[src/pkg/hms_map.vh]
`ifndef HMS_MAP_VH
`define HMS_MAP_VH
// Register indices; byte address is four times the index
`define HMS_IDX_BEEP 8'h53
`define HMS_IDX_OFS1 8'h54
`define HMS_IDX_OFS2 8'h55
`define HMS_IDX_RSV57 8'h57
`define HMS_IDX_RSV58 8'h58
`define HMS_IDX_STS1 8'h59
`define HMS_IDX_STS2 8'h5a
`define HMS_IDX_STS3 8'h5b
`define HMS_IDX_RSV5C 8'h5c
`define HMS_IDX_VID 8'h5d
// Reset values
`define HMS_RST_BEEP_EN 1'h1
`define HMS_RST_OFS 8'h00
`define HMS_RST_STS 8'h00
`define HMS_RST_VID 8'h00
// Field positions
`define HMS_BEEP_SB_BIT 0
`define HMS_S1_FAN2 7
`define HMS_S1_FAN1 6
`define HMS_S1_TEMP2 5
`define HMS_S1_TEMP1 4
`define HMS_S1_P5V 3
`define HMS_S1_P3V3 2
`define HMS_S1_CORE_A 0
`define HMS_S2_CASE 4
`define HMS_S2_N5V 2
`define HMS_S2_N12V 1
`define HMS_S2_P12V 0
`define HMS_S3_BAT 1
`define HMS_S3_SB 0
`define HMS_VID_EN_BIT 7
`define HMS_VID_LVL_MSB 4
`define HMS_VID_LVL_LSB 0
`endif

[src/hms_regs.v]
// Function
// - Standby beep only while enable bit set
// - Sensor one offset register, added to sample
// - Sensor two offset register, added to sample
// - First live status register, read only
// - Fan two and one speed flags
// - Sensor two and one heat flags
// - Five and three volt input flags
// - Core supply A flag, bit one reserved
// - Second live status register, read only
// - Chassis open flag follows sensor input
// - Negative five and twelve volt flags
// - Twelve volt input flag
// - Third live status register, read only
// - Battery and standby rail flags
// - Identification pins driven only when enabled
// - Identification levels from low five bits
// - Locations 57h, 58h, 5Ch reserved
// - Rail out of range above high/below low
`timescale 1ns/1ps
`include "hms_map.vh"

module hms_regs #(
    parameter TW = 8,
    parameter VW = 8,
    parameter NPIN = 5
)
(
    // Clock and reset
    input wire clk_i,
    input wire rst_i,
    // Wishbone slave
    input wire wb_cyc_i,
    input wire wb_stb_i,
    input wire wb_we_i,
    input wire [9:0] wb_adr_i,
    input wire [3:0] wb_sel_i,
    input wire [31:0] wb_dat_i,
    output reg [31:0] wb_dat_o,
    output reg wb_ack_o,
    // Temperature samples from the converter
    input wire [TW-1:0] temp1_raw_i,
    input wire temp1_vld_i,
    input wire [TW-1:0] temp1_limit_i,
    input wire [TW-1:0] temp2_raw_i,
    input wire temp2_vld_i,
    input wire [TW-1:0] temp2_limit_i,
    // Reported temperatures
    output reg [TW-1:0] temp1_o,
    output reg [TW-1:0] temp2_o,
    // Comparison results from the monitor engine
    input wire fan_one_speed_i,
    input wire fan_two_speed_i,
    input wire five_volt_input_i,
    input wire three_volt_input_i,
    input wire core_supply_a_i,
    input wire neg_five_volt_i,
    input wire neg_twelve_volt_i,
    input wire twelve_volt_input_i,
    // Standby and battery rail readings and limits
    input wire [VW-1:0] standby_rdg_i,
    input wire [VW-1:0] standby_hi_i,
    input wire [VW-1:0] standby_lo_i,
    input wire [VW-1:0] battery_rdg_i,
    input wire [VW-1:0] battery_hi_i,
    input wire [VW-1:0] battery_lo_i,
    // Chassis sensor pin
    input wire chassis_open_pin_i,
    // Beep and identification pins
    output reg standby_beep_o,
    output reg [NPIN-1:0] voltage_identification_pins_o,
    output reg [NPIN-1:0] voltage_identification_pins_oe_o
);

    // Register index from the word address
    function hit;
        input [9:0] adr;
        input [7:0] idx;
        begin
            hit = (adr[9:2] == idx);
        end
    endfunction

    // Out of range if beyond either limit
    function oor;
        input [VW-1:0] rdg;
        input [VW-1:0] hi;
        input [VW-1:0] lo;
        begin
            oor = (rdg > hi) || (rdg < lo);
        end
    endfunction

    wire req;
    wire wr;
    wire rd;
    wire sel_beep;
    wire sel_ofs1;
    wire sel_ofs2;
    wire sel_vid;
    wire sb_oor;
    wire bat_oor;
    wire [TW-1:0] raw [0:1];
    wire [TW-1:0] lim [0:1];
    wire vld [0:1];
    wire [TW-1:0] adj [0:1];
    wire [TW-1:0] rpt_q [0:1];
    wire heat_q [0:1];

    reg beep_en_r;
    reg [TW-1:0] ofs1_r;
    reg [TW-1:0] ofs2_r;
    reg [7:0] sts1_r;
    reg [7:0] sts2_r;
    reg [7:0] sts3_r;
    reg [NPIN-1:0] vid_lvl_r;
    reg vid_en_r;
    reg case_meta_r;
    reg case_sync_r;
    reg [31:0] rd_nxt;
    reg [7:0] sts1_nxt;
    reg [7:0] sts2_nxt;
    reg [7:0] sts3_nxt;
    reg beep_nxt;
    reg [NPIN-1:0] vid_oe_nxt;

    // Reset words, cut to the field widths where they meet them
    localparam [7:0] VID_RST = `HMS_RST_VID;
    localparam [7:0] STS_RST = `HMS_RST_STS;

    // Write lands at the edge that raises ack
    assign req = wb_cyc_i && wb_stb_i && !wb_ack_o;
    assign wr = req && wb_we_i && wb_sel_i[0];
    assign rd = req && !wb_we_i;

    // Status, reserved and unmapped words have no select: writes vanish
    assign sel_beep = wr && hit(wb_adr_i, `HMS_IDX_BEEP);
    assign sel_ofs1 = wr && hit(wb_adr_i, `HMS_IDX_OFS1);
    assign sel_ofs2 = wr && hit(wb_adr_i, `HMS_IDX_OFS2);
    assign sel_vid = wr && hit(wb_adr_i, `HMS_IDX_VID);

    assign raw[0] = temp1_raw_i;
    assign raw[1] = temp2_raw_i;
    assign lim[0] = temp1_limit_i;
    assign lim[1] = temp2_limit_i;
    assign vld[0] = temp1_vld_i;
    assign vld[1] = temp2_vld_i;
    assign adj[0] = raw[0] + ofs1_r;
    assign adj[1] = raw[1] + ofs2_r;

    // Rail limits are compared here; the engine sends readings and limits, not flags
    assign sb_oor = oor(standby_rdg_i, standby_hi_i, standby_lo_i);
    assign bat_oor = oor(battery_rdg_i, battery_hi_i, battery_lo_i);

    // One path per sensor; the flag uses the offset-corrected sample
    genvar g;
    generate
        for (g = 0; g < 2; g = g + 1)
        begin : g_temp
            reg [TW-1:0] rpt_r;
            reg heat_r;
            always @(posedge clk_i)
            begin
                if (rst_i)
                begin
                    rpt_r <= {TW{1'b0}};
                    heat_r <= 1'b0;
                end
                else if (vld[g])
                begin
                    rpt_r <= adj[g];
                    heat_r <= (adj[g] > lim[g]);
                end
            end
            assign rpt_q[g] = rpt_r;
            assign heat_q[g] = heat_r;
        end
    endgenerate

    // Chassis pin crosses from outside; first stage read only by second
    always @(posedge clk_i)
    begin
        if (rst_i)
        begin
            case_meta_r <= 1'b0;
            case_sync_r <= 1'b0;
        end
        else
        begin
            case_meta_r <= chassis_open_pin_i;
            case_sync_r <= case_meta_r;
        end
    end

    // Live status words; reserved bits stay low
    always @*
    begin
        sts1_nxt = STS_RST;
        sts1_nxt[`HMS_S1_FAN2] = fan_two_speed_i;
        sts1_nxt[`HMS_S1_FAN1] = fan_one_speed_i;
        sts1_nxt[`HMS_S1_TEMP2] = heat_q[1];
        sts1_nxt[`HMS_S1_TEMP1] = heat_q[0];
        sts1_nxt[`HMS_S1_P5V] = five_volt_input_i;
        sts1_nxt[`HMS_S1_P3V3] = three_volt_input_i;
        sts1_nxt[`HMS_S1_CORE_A] = core_supply_a_i;
        sts2_nxt = STS_RST;
        sts2_nxt[`HMS_S2_CASE] = case_sync_r;
        sts2_nxt[`HMS_S2_N5V] = neg_five_volt_i;
        sts2_nxt[`HMS_S2_N12V] = neg_twelve_volt_i;
        sts2_nxt[`HMS_S2_P12V] = twelve_volt_input_i;
        sts3_nxt = STS_RST;
        sts3_nxt[`HMS_S3_BAT] = bat_oor;
        sts3_nxt[`HMS_S3_SB] = sb_oor;
    end

    // Not latched: a flag clears at the edge after its input does
    always @(posedge clk_i)
    begin
        if (rst_i)
        begin
            sts1_r <= STS_RST;
            sts2_r <= STS_RST;
            sts3_r <= STS_RST;
        end
        else
        begin
            sts1_r <= sts1_nxt;
            sts2_r <= sts2_nxt;
            sts3_r <= sts3_nxt;
        end
    end

    // Standby beep enable
    always @(posedge clk_i)
    begin
        if (rst_i)
        begin
            beep_en_r <= `HMS_RST_BEEP_EN;
        end
        else if (sel_beep)
        begin
            beep_en_r <= wb_dat_i[`HMS_BEEP_SB_BIT];
        end
    end

    // Offsets apply from the next sample on, never to a held one
    always @(posedge clk_i)
    begin
        if (rst_i)
        begin
            ofs1_r <= `HMS_RST_OFS;
        end
        else if (sel_ofs1)
        begin
            ofs1_r <= wb_dat_i[TW-1:0];
        end
    end

    always @(posedge clk_i)
    begin
        if (rst_i)
        begin
            ofs2_r <= `HMS_RST_OFS;
        end
        else if (sel_ofs2)
        begin
            ofs2_r <= wb_dat_i[TW-1:0];
        end
    end

    // Levels and enable share one word
    always @(posedge clk_i)
    begin
        if (rst_i)
        begin
            vid_lvl_r <= VID_RST[NPIN-1:0];
            vid_en_r <= VID_RST[`HMS_VID_EN_BIT];
        end
        else if (sel_vid)
        begin
            vid_lvl_r <= wb_dat_i[`HMS_VID_LVL_MSB:`HMS_VID_LVL_LSB];
            vid_en_r <= wb_dat_i[`HMS_VID_EN_BIT];
        end
    end

    // Read mux; reserved and unmapped words read zero
    always @*
    begin
        rd_nxt = 32'h0000_0000;
        case (wb_adr_i[9:2])
            `HMS_IDX_BEEP:
                rd_nxt[`HMS_BEEP_SB_BIT] = beep_en_r;
            `HMS_IDX_OFS1:
                rd_nxt[TW-1:0] = ofs1_r;
            `HMS_IDX_OFS2:
                rd_nxt[TW-1:0] = ofs2_r;
            `HMS_IDX_STS1:
                rd_nxt[7:0] = sts1_r;
            `HMS_IDX_STS2:
                rd_nxt[7:0] = sts2_r;
            `HMS_IDX_STS3:
                rd_nxt[7:0] = sts3_r;
            `HMS_IDX_VID:
            begin
                rd_nxt[`HMS_VID_LVL_MSB:`HMS_VID_LVL_LSB] = vid_lvl_r;
                rd_nxt[`HMS_VID_EN_BIT] = vid_en_r;
            end
            `HMS_IDX_RSV57, `HMS_IDX_RSV58, `HMS_IDX_RSV5C:
                rd_nxt = 32'h0000_0000;
            default:
                rd_nxt = 32'h0000_0000;
        endcase
    end

    // Ack one cycle after the request, dropped the next
    always @(posedge clk_i)
    begin
        if (rst_i)
        begin
            wb_ack_o <= 1'b0;
        end
        else
        begin
            wb_ack_o <= req;
        end
    end

    // Read word held until the next read
    always @(posedge clk_i)
    begin
        if (rst_i)
        begin
            wb_dat_o <= 32'h0000_0000;
        end
        else if (rd)
        begin
            wb_dat_o <= rd_nxt;
        end
    end

    // Beep waits for the registered flag, one edge behind status
    // All enables are one bit, so the pins switch together
    always @*
    begin
        beep_nxt = sts3_r[`HMS_S3_SB] && beep_en_r;
        vid_oe_nxt = {NPIN{vid_en_r}};
    end

    // Beep and temperature outputs; all outputs from flops
    always @(posedge clk_i)
    begin
        if (rst_i)
        begin
            standby_beep_o <= 1'b0;
            temp1_o <= {TW{1'b0}};
            temp2_o <= {TW{1'b0}};
        end
        else
        begin
            standby_beep_o <= beep_nxt;
            temp1_o <= rpt_q[0];
            temp2_o <= rpt_q[1];
        end
    end

    // Identification pin drivers
    always @(posedge clk_i)
    begin
        if (rst_i)
        begin
            voltage_identification_pins_o <= {NPIN{1'b0}};
            voltage_identification_pins_oe_o <= {NPIN{1'b0}};
        end
        else
        begin
            voltage_identification_pins_o <= vid_lvl_r;
            voltage_identification_pins_oe_o <= vid_oe_nxt;
        end
    end

endmodule

[config.mk]
export PLATFORM = sky130hd
export DESIGN_NAME = hms_regs
export DESIGN_NICKNAME = d
export VERILOG_FILES = /design/src/hms_regs.v
export VERILOG_INCLUDE_DIRS = /design/src /design/src/pkg
export SDC_FILE = /design/constraint.sdc
export NUM_CORES = 1
export LEC_CHECK = 0
export BUFFER_PORTS_ARGS = -buffer_cell sky130_fd_sc_hd__clkbuf_2
export CORE_AREA = 2 2 106 108
export DETAILED_ROUTE_END_ITERATION = 6
export DIE_AREA = 0 0 108 110
export PLACE_DENSITY = 0.79
export SLEW_MARGIN = 0
export SYNTH_ARGS = -nofsm -noshare
export SYNTH_HDL_FRONTEND = slang
export SYNTH_SLANG_ARGS = --single-unit
[constraint.sdc]
create_clock -name clk_i -period 3.55 [get_ports clk_i]
set_input_delay 0.1775 -clock clk_i [delete_from_list [all_inputs] [get_ports clk_i]]
set_output_delay 0.1775 -clock clk_i [all_outputs]
set_load 0.005 [all_outputs]
# [Yosys cells after proc, flatten, opt, wreduce, memory -nomap -nowiden]
# Index checks and enable logic that the tools add are counted.
[totals] word_cells=57 regBits=99 input_bits=142 output_inout_bits=60
[classes] add_sub_neg=2 n_eq_ne=7 n_mux=4 magnitude_cmp=6 n_reduce_logical=14
[ops] op="$eq A8 B7 Y1 const B" count=7
[ops] op="$gt A8 B8 Y1" count=4
[ops] op="$pmux W4 S6" count=1
[ops] op="$add A8 B8 Y8" count=2
[ops] op="$lt A8 B8 Y1" count=2
[ops] op="$logic_and A1 B1 Y1" count=10
[ops] op="$pmux W2 S5" count=1
[ops] op="$pmux W1 S7" count=1
[ops] op="$pmux W1 S6" count=1
[ops] op="$logic_not A1 Y1" count=2
[ops] op="$logic_or A1 B1 Y1" count=2

# [Longest topological paths before layout]
[depth] ltp_word=5 ltp_mapped=12 mapped_depth_nobuf=12

# [Least setup slack after synthesis]
# No wires, ideal clock.
[synth_path] path_kind="reg2reg" startpoint="register ofs1_r[0]" endpoint="register g_temp[0].heat_r" period_less_slack_ps=2496 stages_incl_launch_ff=12 setup_time_ps=92 t_required_ps=3458 setup_slack_ps=1054 n_path_buf=0 t_arrival_ps=2405 path_cell_list="dfxtp_1 > ha_1 > fa_1 > a211oi_1 > o21bai_1 > a21oi_1 > xnor2_1 > ha_1 > nand4_1 > o21bai_1 > and4b_1 > nor4_1"
[synth_rtl] item="from (decl)" line="hms_regs.v:111" rtl="reg [TW-1:0] ofs1_r;"
[synth_rtl] item="from (signal assigned)" line="hms_regs.v:251" rtl="ofs1_r <= `HMS_RST_OFS;"
[synth_rtl] item="from (signal assigned)" line="hms_regs.v:255" rtl="ofs1_r <= wb_dat_i[TW-1:0];"
[synth_rtl] item="to (signal assigned)" line="hms_regs.v:172" rtl="heat_r <= (adj[g] > lim[g]);"
[synth_rtl] item="to (decl)" line="hms_regs.v:161" rtl="reg heat_r;"

==> out/results.tsv <==
stage	metric	value	unit
critical_path	critical path's largest stage delay	440	ps
power_and_ir_drop	Int Pwr	1540	µW
die	IO Count	202	
cts	CTS Sinks	88	
cts	TritonCTS clock tree	yes	
global_routing	first-pass GRT wire length	19.0	mm
global_routing	initial antenna violation count	0	
cts	clock latency on the worst-skew pair	360	ps
power_and_ir_drop	pwr dens	345	nW/µm²
sta	worst-margin pin slew	769	ps
power_and_ir_drop	clock power share	34.9	%
final_layout	area delta synth->final	18.2	%
sta	Setup TNS Final	0	ps
cts	CTS max path bufs	2	
min_path	Hold/Removal Path Class	input port to flip-flop	
final_layout	Final Cell Area	6040	µm²
routing	vias per cell	5.13	
cts	root buffer cell	clkbuf_8	
power_and_ir_drop	Psw	541	µW
die	Die ar.	11900	µm²
global_routing	vias in the first global route	4148	
die	die width	108	µm
routing	total length of routed wires	12.1	mm
critical_path	Max FO, Critical Path	3	
yosys	Seq/Total Area, Yosys	34.5	%
die	chip height	110	µm
critical_path	Crit path arrival time	3150	ps
cts	Clock transition at path regs	90	ps
placed_design	Port Buffer Count	148	
die	core area	10700	µm²
sta	Tcrit/Tclk final	81.6	%
yosys	Unique masters post-synth	59	
routing	Final ANT Viol Nets	0	
cts	CTS buffer count	9	
routing	number of iterations in the first detailed-routing pass	4	
sta	fmax	0.345	GHz
power_and_ir_drop	Flop pwr share	49.6	%
placed_design	# placed instances	828	
routing	DRC Markers	0	
die	Initial Util	47.8	%
sta	Final Hold Vio Count	0	
global_routing	Overflow after GRT	0	
critical_path	WS Path Type	flip-flop to flip-flop	
critical_path	Critical Path Sink Type	flip-flop	
yosys	EDFF count, synth	0	
yosys	ys async rst share	0	%
yosys	synth top area cells	dfxtp_1 (34%), ha_1 (15%), mux2i_1 (6.1%), nor2b_1 (4.9%), buf_4 (4.6%)	
final_layout	# nets final	903	
sta	Setup-failing EPs final	0	
yosys	Most used DFF post-synth	dfxtp_1	
min_path	Hold Crit Start	three_volt_input_i	
final_layout	Ant. Diodes	0	
yosys	top-area cell type share of the netlist area	34.5	%
routing	vias post-DR	4328	
critical_path	CP Launch Type	flip-flop	
yosys	Mapped Avg Cell Area	9.12	µm²
placed_design	DP HPWL	9.86	mm
final_layout	fin cells	844	
power_and_ir_drop	switch share	26.0	%
routing	Avg WL per Cell	14.3	µm
power_and_ir_drop	Logic pwr share	15.5	%
critical_path	crit-path most repeated cell	ha_1	
placed_design	DP Area	5820	µm²
critical_path	Worst Path Buf+Inv	0	
sta	Final Max Slew Viols	0	
yosys	mapped cell area	5110	µm²
cts	post-CTS resize count	0	
cts	Post-CTS Repair Setup Buffers	0	
critical_path	CP cell instances	ha_1, fa_1, a211oi_1, o21bai_1, a21oi_1, xnor2_1, ha_1, nor2b_1, o21ai_0, o2111ai_1, and2_1	
critical_path	Slowest cell on crit path	fa_1	
yosys	Synth area leader	dfxtp_1	
sta	RSZ-0062 raised after global routing	no	
cts	H-tree Lvls	3	
sta	Relative slew margins	48.7	%
flow_run	max-cap viol count	0	
placed_design	GP Congestion	0.920	
sta	Fin Clk Skew	11.8	ps
global_routing	GRT Total Usage	20.6	%
power_and_ir_drop	leak pwr	0.00308	µW
routing	number of DRC markers in iteration 0	155	
final_layout	Final Util	56.4	%
final_layout	# fillers	992	
yosys	flops & latches, synth	88	
power_and_ir_drop	peak supply drop	0.186	mV
critical_path	Worst Path Required	3800	ps
critical_path	worst reg2reg setup slack	650	ps
global_routing	pin count of the biggest net entering global routing	33	
critical_path	crit path from	ofs2_r[0]	
die	Rows	38	
critical_path	CP top delay family	compound AO/OA/AOI/OAI gates	
critical_path	R2R Path Start	ofs2_r[0]	
outcome	status	finished clean	
sta	min Tclk post-route	2900	ps
final_layout	layout cells sized above 1	25.3	%
yosys	yosys warns	0	
yosys	cell count after synthesis	560	
cts	hold buffers post-CTS	0	
final cells by class:
| class | count | area (µm²) | area share, % |
|---|---|---|---|
| Clock buffer | 11 | 151 | 2.51 |
| Timing Repair Buffer | 150 | 756 | 12.5 |
| Multi-Input combinational cell | 395 | 2920 | 48.4 |
| Clock inverter | 5 | 63.8 | 1.06 |
| Inverter | 55 | 206 | 3.42 |
| Sequential cell | 88 | 1760 | 29.2 |
| Tap cell | 140 | 175 | 2.90 |
cell usage in the layout, fill, tap and decap left out, types with 3 or more instances in the layout:
cell | Yosys | final
nand2b_1 | 4 | 4
o21ai_0 | 13 | 13
o22ai_1 | 4 | 4
xnor2_1 | 10 | 10
o21ai_1 | 3 | 3
mux2i_1 | 31 | 31
a211oi_1 | 6 | 6
clkbuf_2 | 0 | 148
nand3b_1 | 3 | 3
o22a_1 | 8 | 8
nand2_1 | 17 | 17
nor2b_1 | 40 | 40
xor2_1 | 4 | 4
nand4_1 | 11 | 11
nor3_1 | 6 | 6
nor2_1 | 52 | 52
a311oi_1 | 3 | 3
inv_1 | 55 | 55
o21bai_1 | 5 | 5
clkbuf_8 | 0 | 11
a22o_1 | 3 | 3
conb_1 | 1 | 24
o211ai_1 | 3 | 3
ha_1 | 60 | 60
a21o_1 | 7 | 7
a22oi_1 | 5 | 5
a21oi_1 | 29 | 29
mux2_2 | 3 | 3
nand3_1 | 8 | 8
dfxtp_1 | 88 | 88
cells by family after synthesis:
kind of cell    count (synthesis)  synth area share [%]
mux                            34                  6.74
buf+inv                       100                  9.97
other cells                     1                0.0734
fa+ha+maj                      62                  15.5
simple gates                  156                  16.5
flops                          88                  34.5
xor+xnor                       14                  2.40
compound gates                105                  14.3
worst paths after layout:
check / to / cells past startpoint
hold reg to reg: standby_beep_o / 2
hold / removal: sts1_r[2] / 2
setup / recovery: g_temp[1].heat_r / 11
setup reg to reg: g_temp[1].heat_r / 11
flip-flops by register name, summed over array words and instances (netlist names), 2 cells and up:
name and cells:
ofs1_r 8, voltage_identification_pins_o 5, g_temp.heat_r 2, sts3_r 2, temp2_o 8, sts1_r 7, g_temp.rpt_r 16, sts2_r 4
vid_lvl_r 5, wb_dat_o 8, ofs2_r 8, temp1_o 8
layer usage:
layer | vias up | wire, µm | GRT usage [%]
li1 | 2169 | - | -
met1 | 1976 | 4890 | 22.9
met2 | 155 | 6080 | 37.8
met3 | 28 | 857 | 4.00
met4 | 0 | 284 | 9.89
met5 | - | 0 | 0
power groups by stage:
| stage | combinational (µW) | clock, µW | sequential, µW |
|---|---|---|---|
| floorplan | 211 | 0 | 1050 |
| global placement | 305 | 0 | 1060 |
| detailed placement | 322 | 0 | 1060 |
| CTS | 324 | 744 | 1030 |
| global route | 366 | 782 | 1040 |
| finish | 322 | 726 | 1030 |
stage by stage:
stage	setup slack (ps)	hold slack, ps	power [µW]
after floorplan	1050	261	1270
after global placement	826	392	1360
after detailed placement	795	398	1380
after CTS	712	7.33	2100
after global routing	510	43.0	2180
final	653	24.0	2080
synth_stat cells (5+ instances only):
| master | instances |
|---|---|
| a21oi_1 | 29 |
| o22a_1 | 8 |
| a22oi_1 | 5 |
| a211oi_1 | 6 |
| nand3_1 | 8 |
| xnor2_1 | 10 |
| inv_1 | 55 |
| clkbuf_1 | 10 |
| o21ai_0 | 13 |
| nand4_1 | 11 |
| nor3_1 | 6 |
| buf_4 | 31 |
| o21bai_1 | 5 |
| mux2i_1 | 31 |
| dfxtp_1 | 88 |
| a21o_1 | 7 |
| ha_1 | 60 |
| nand2_1 | 17 |
| nor2_1 | 52 |
| nor2b_1 | 40 |
(Power assumes the default switching activity.)
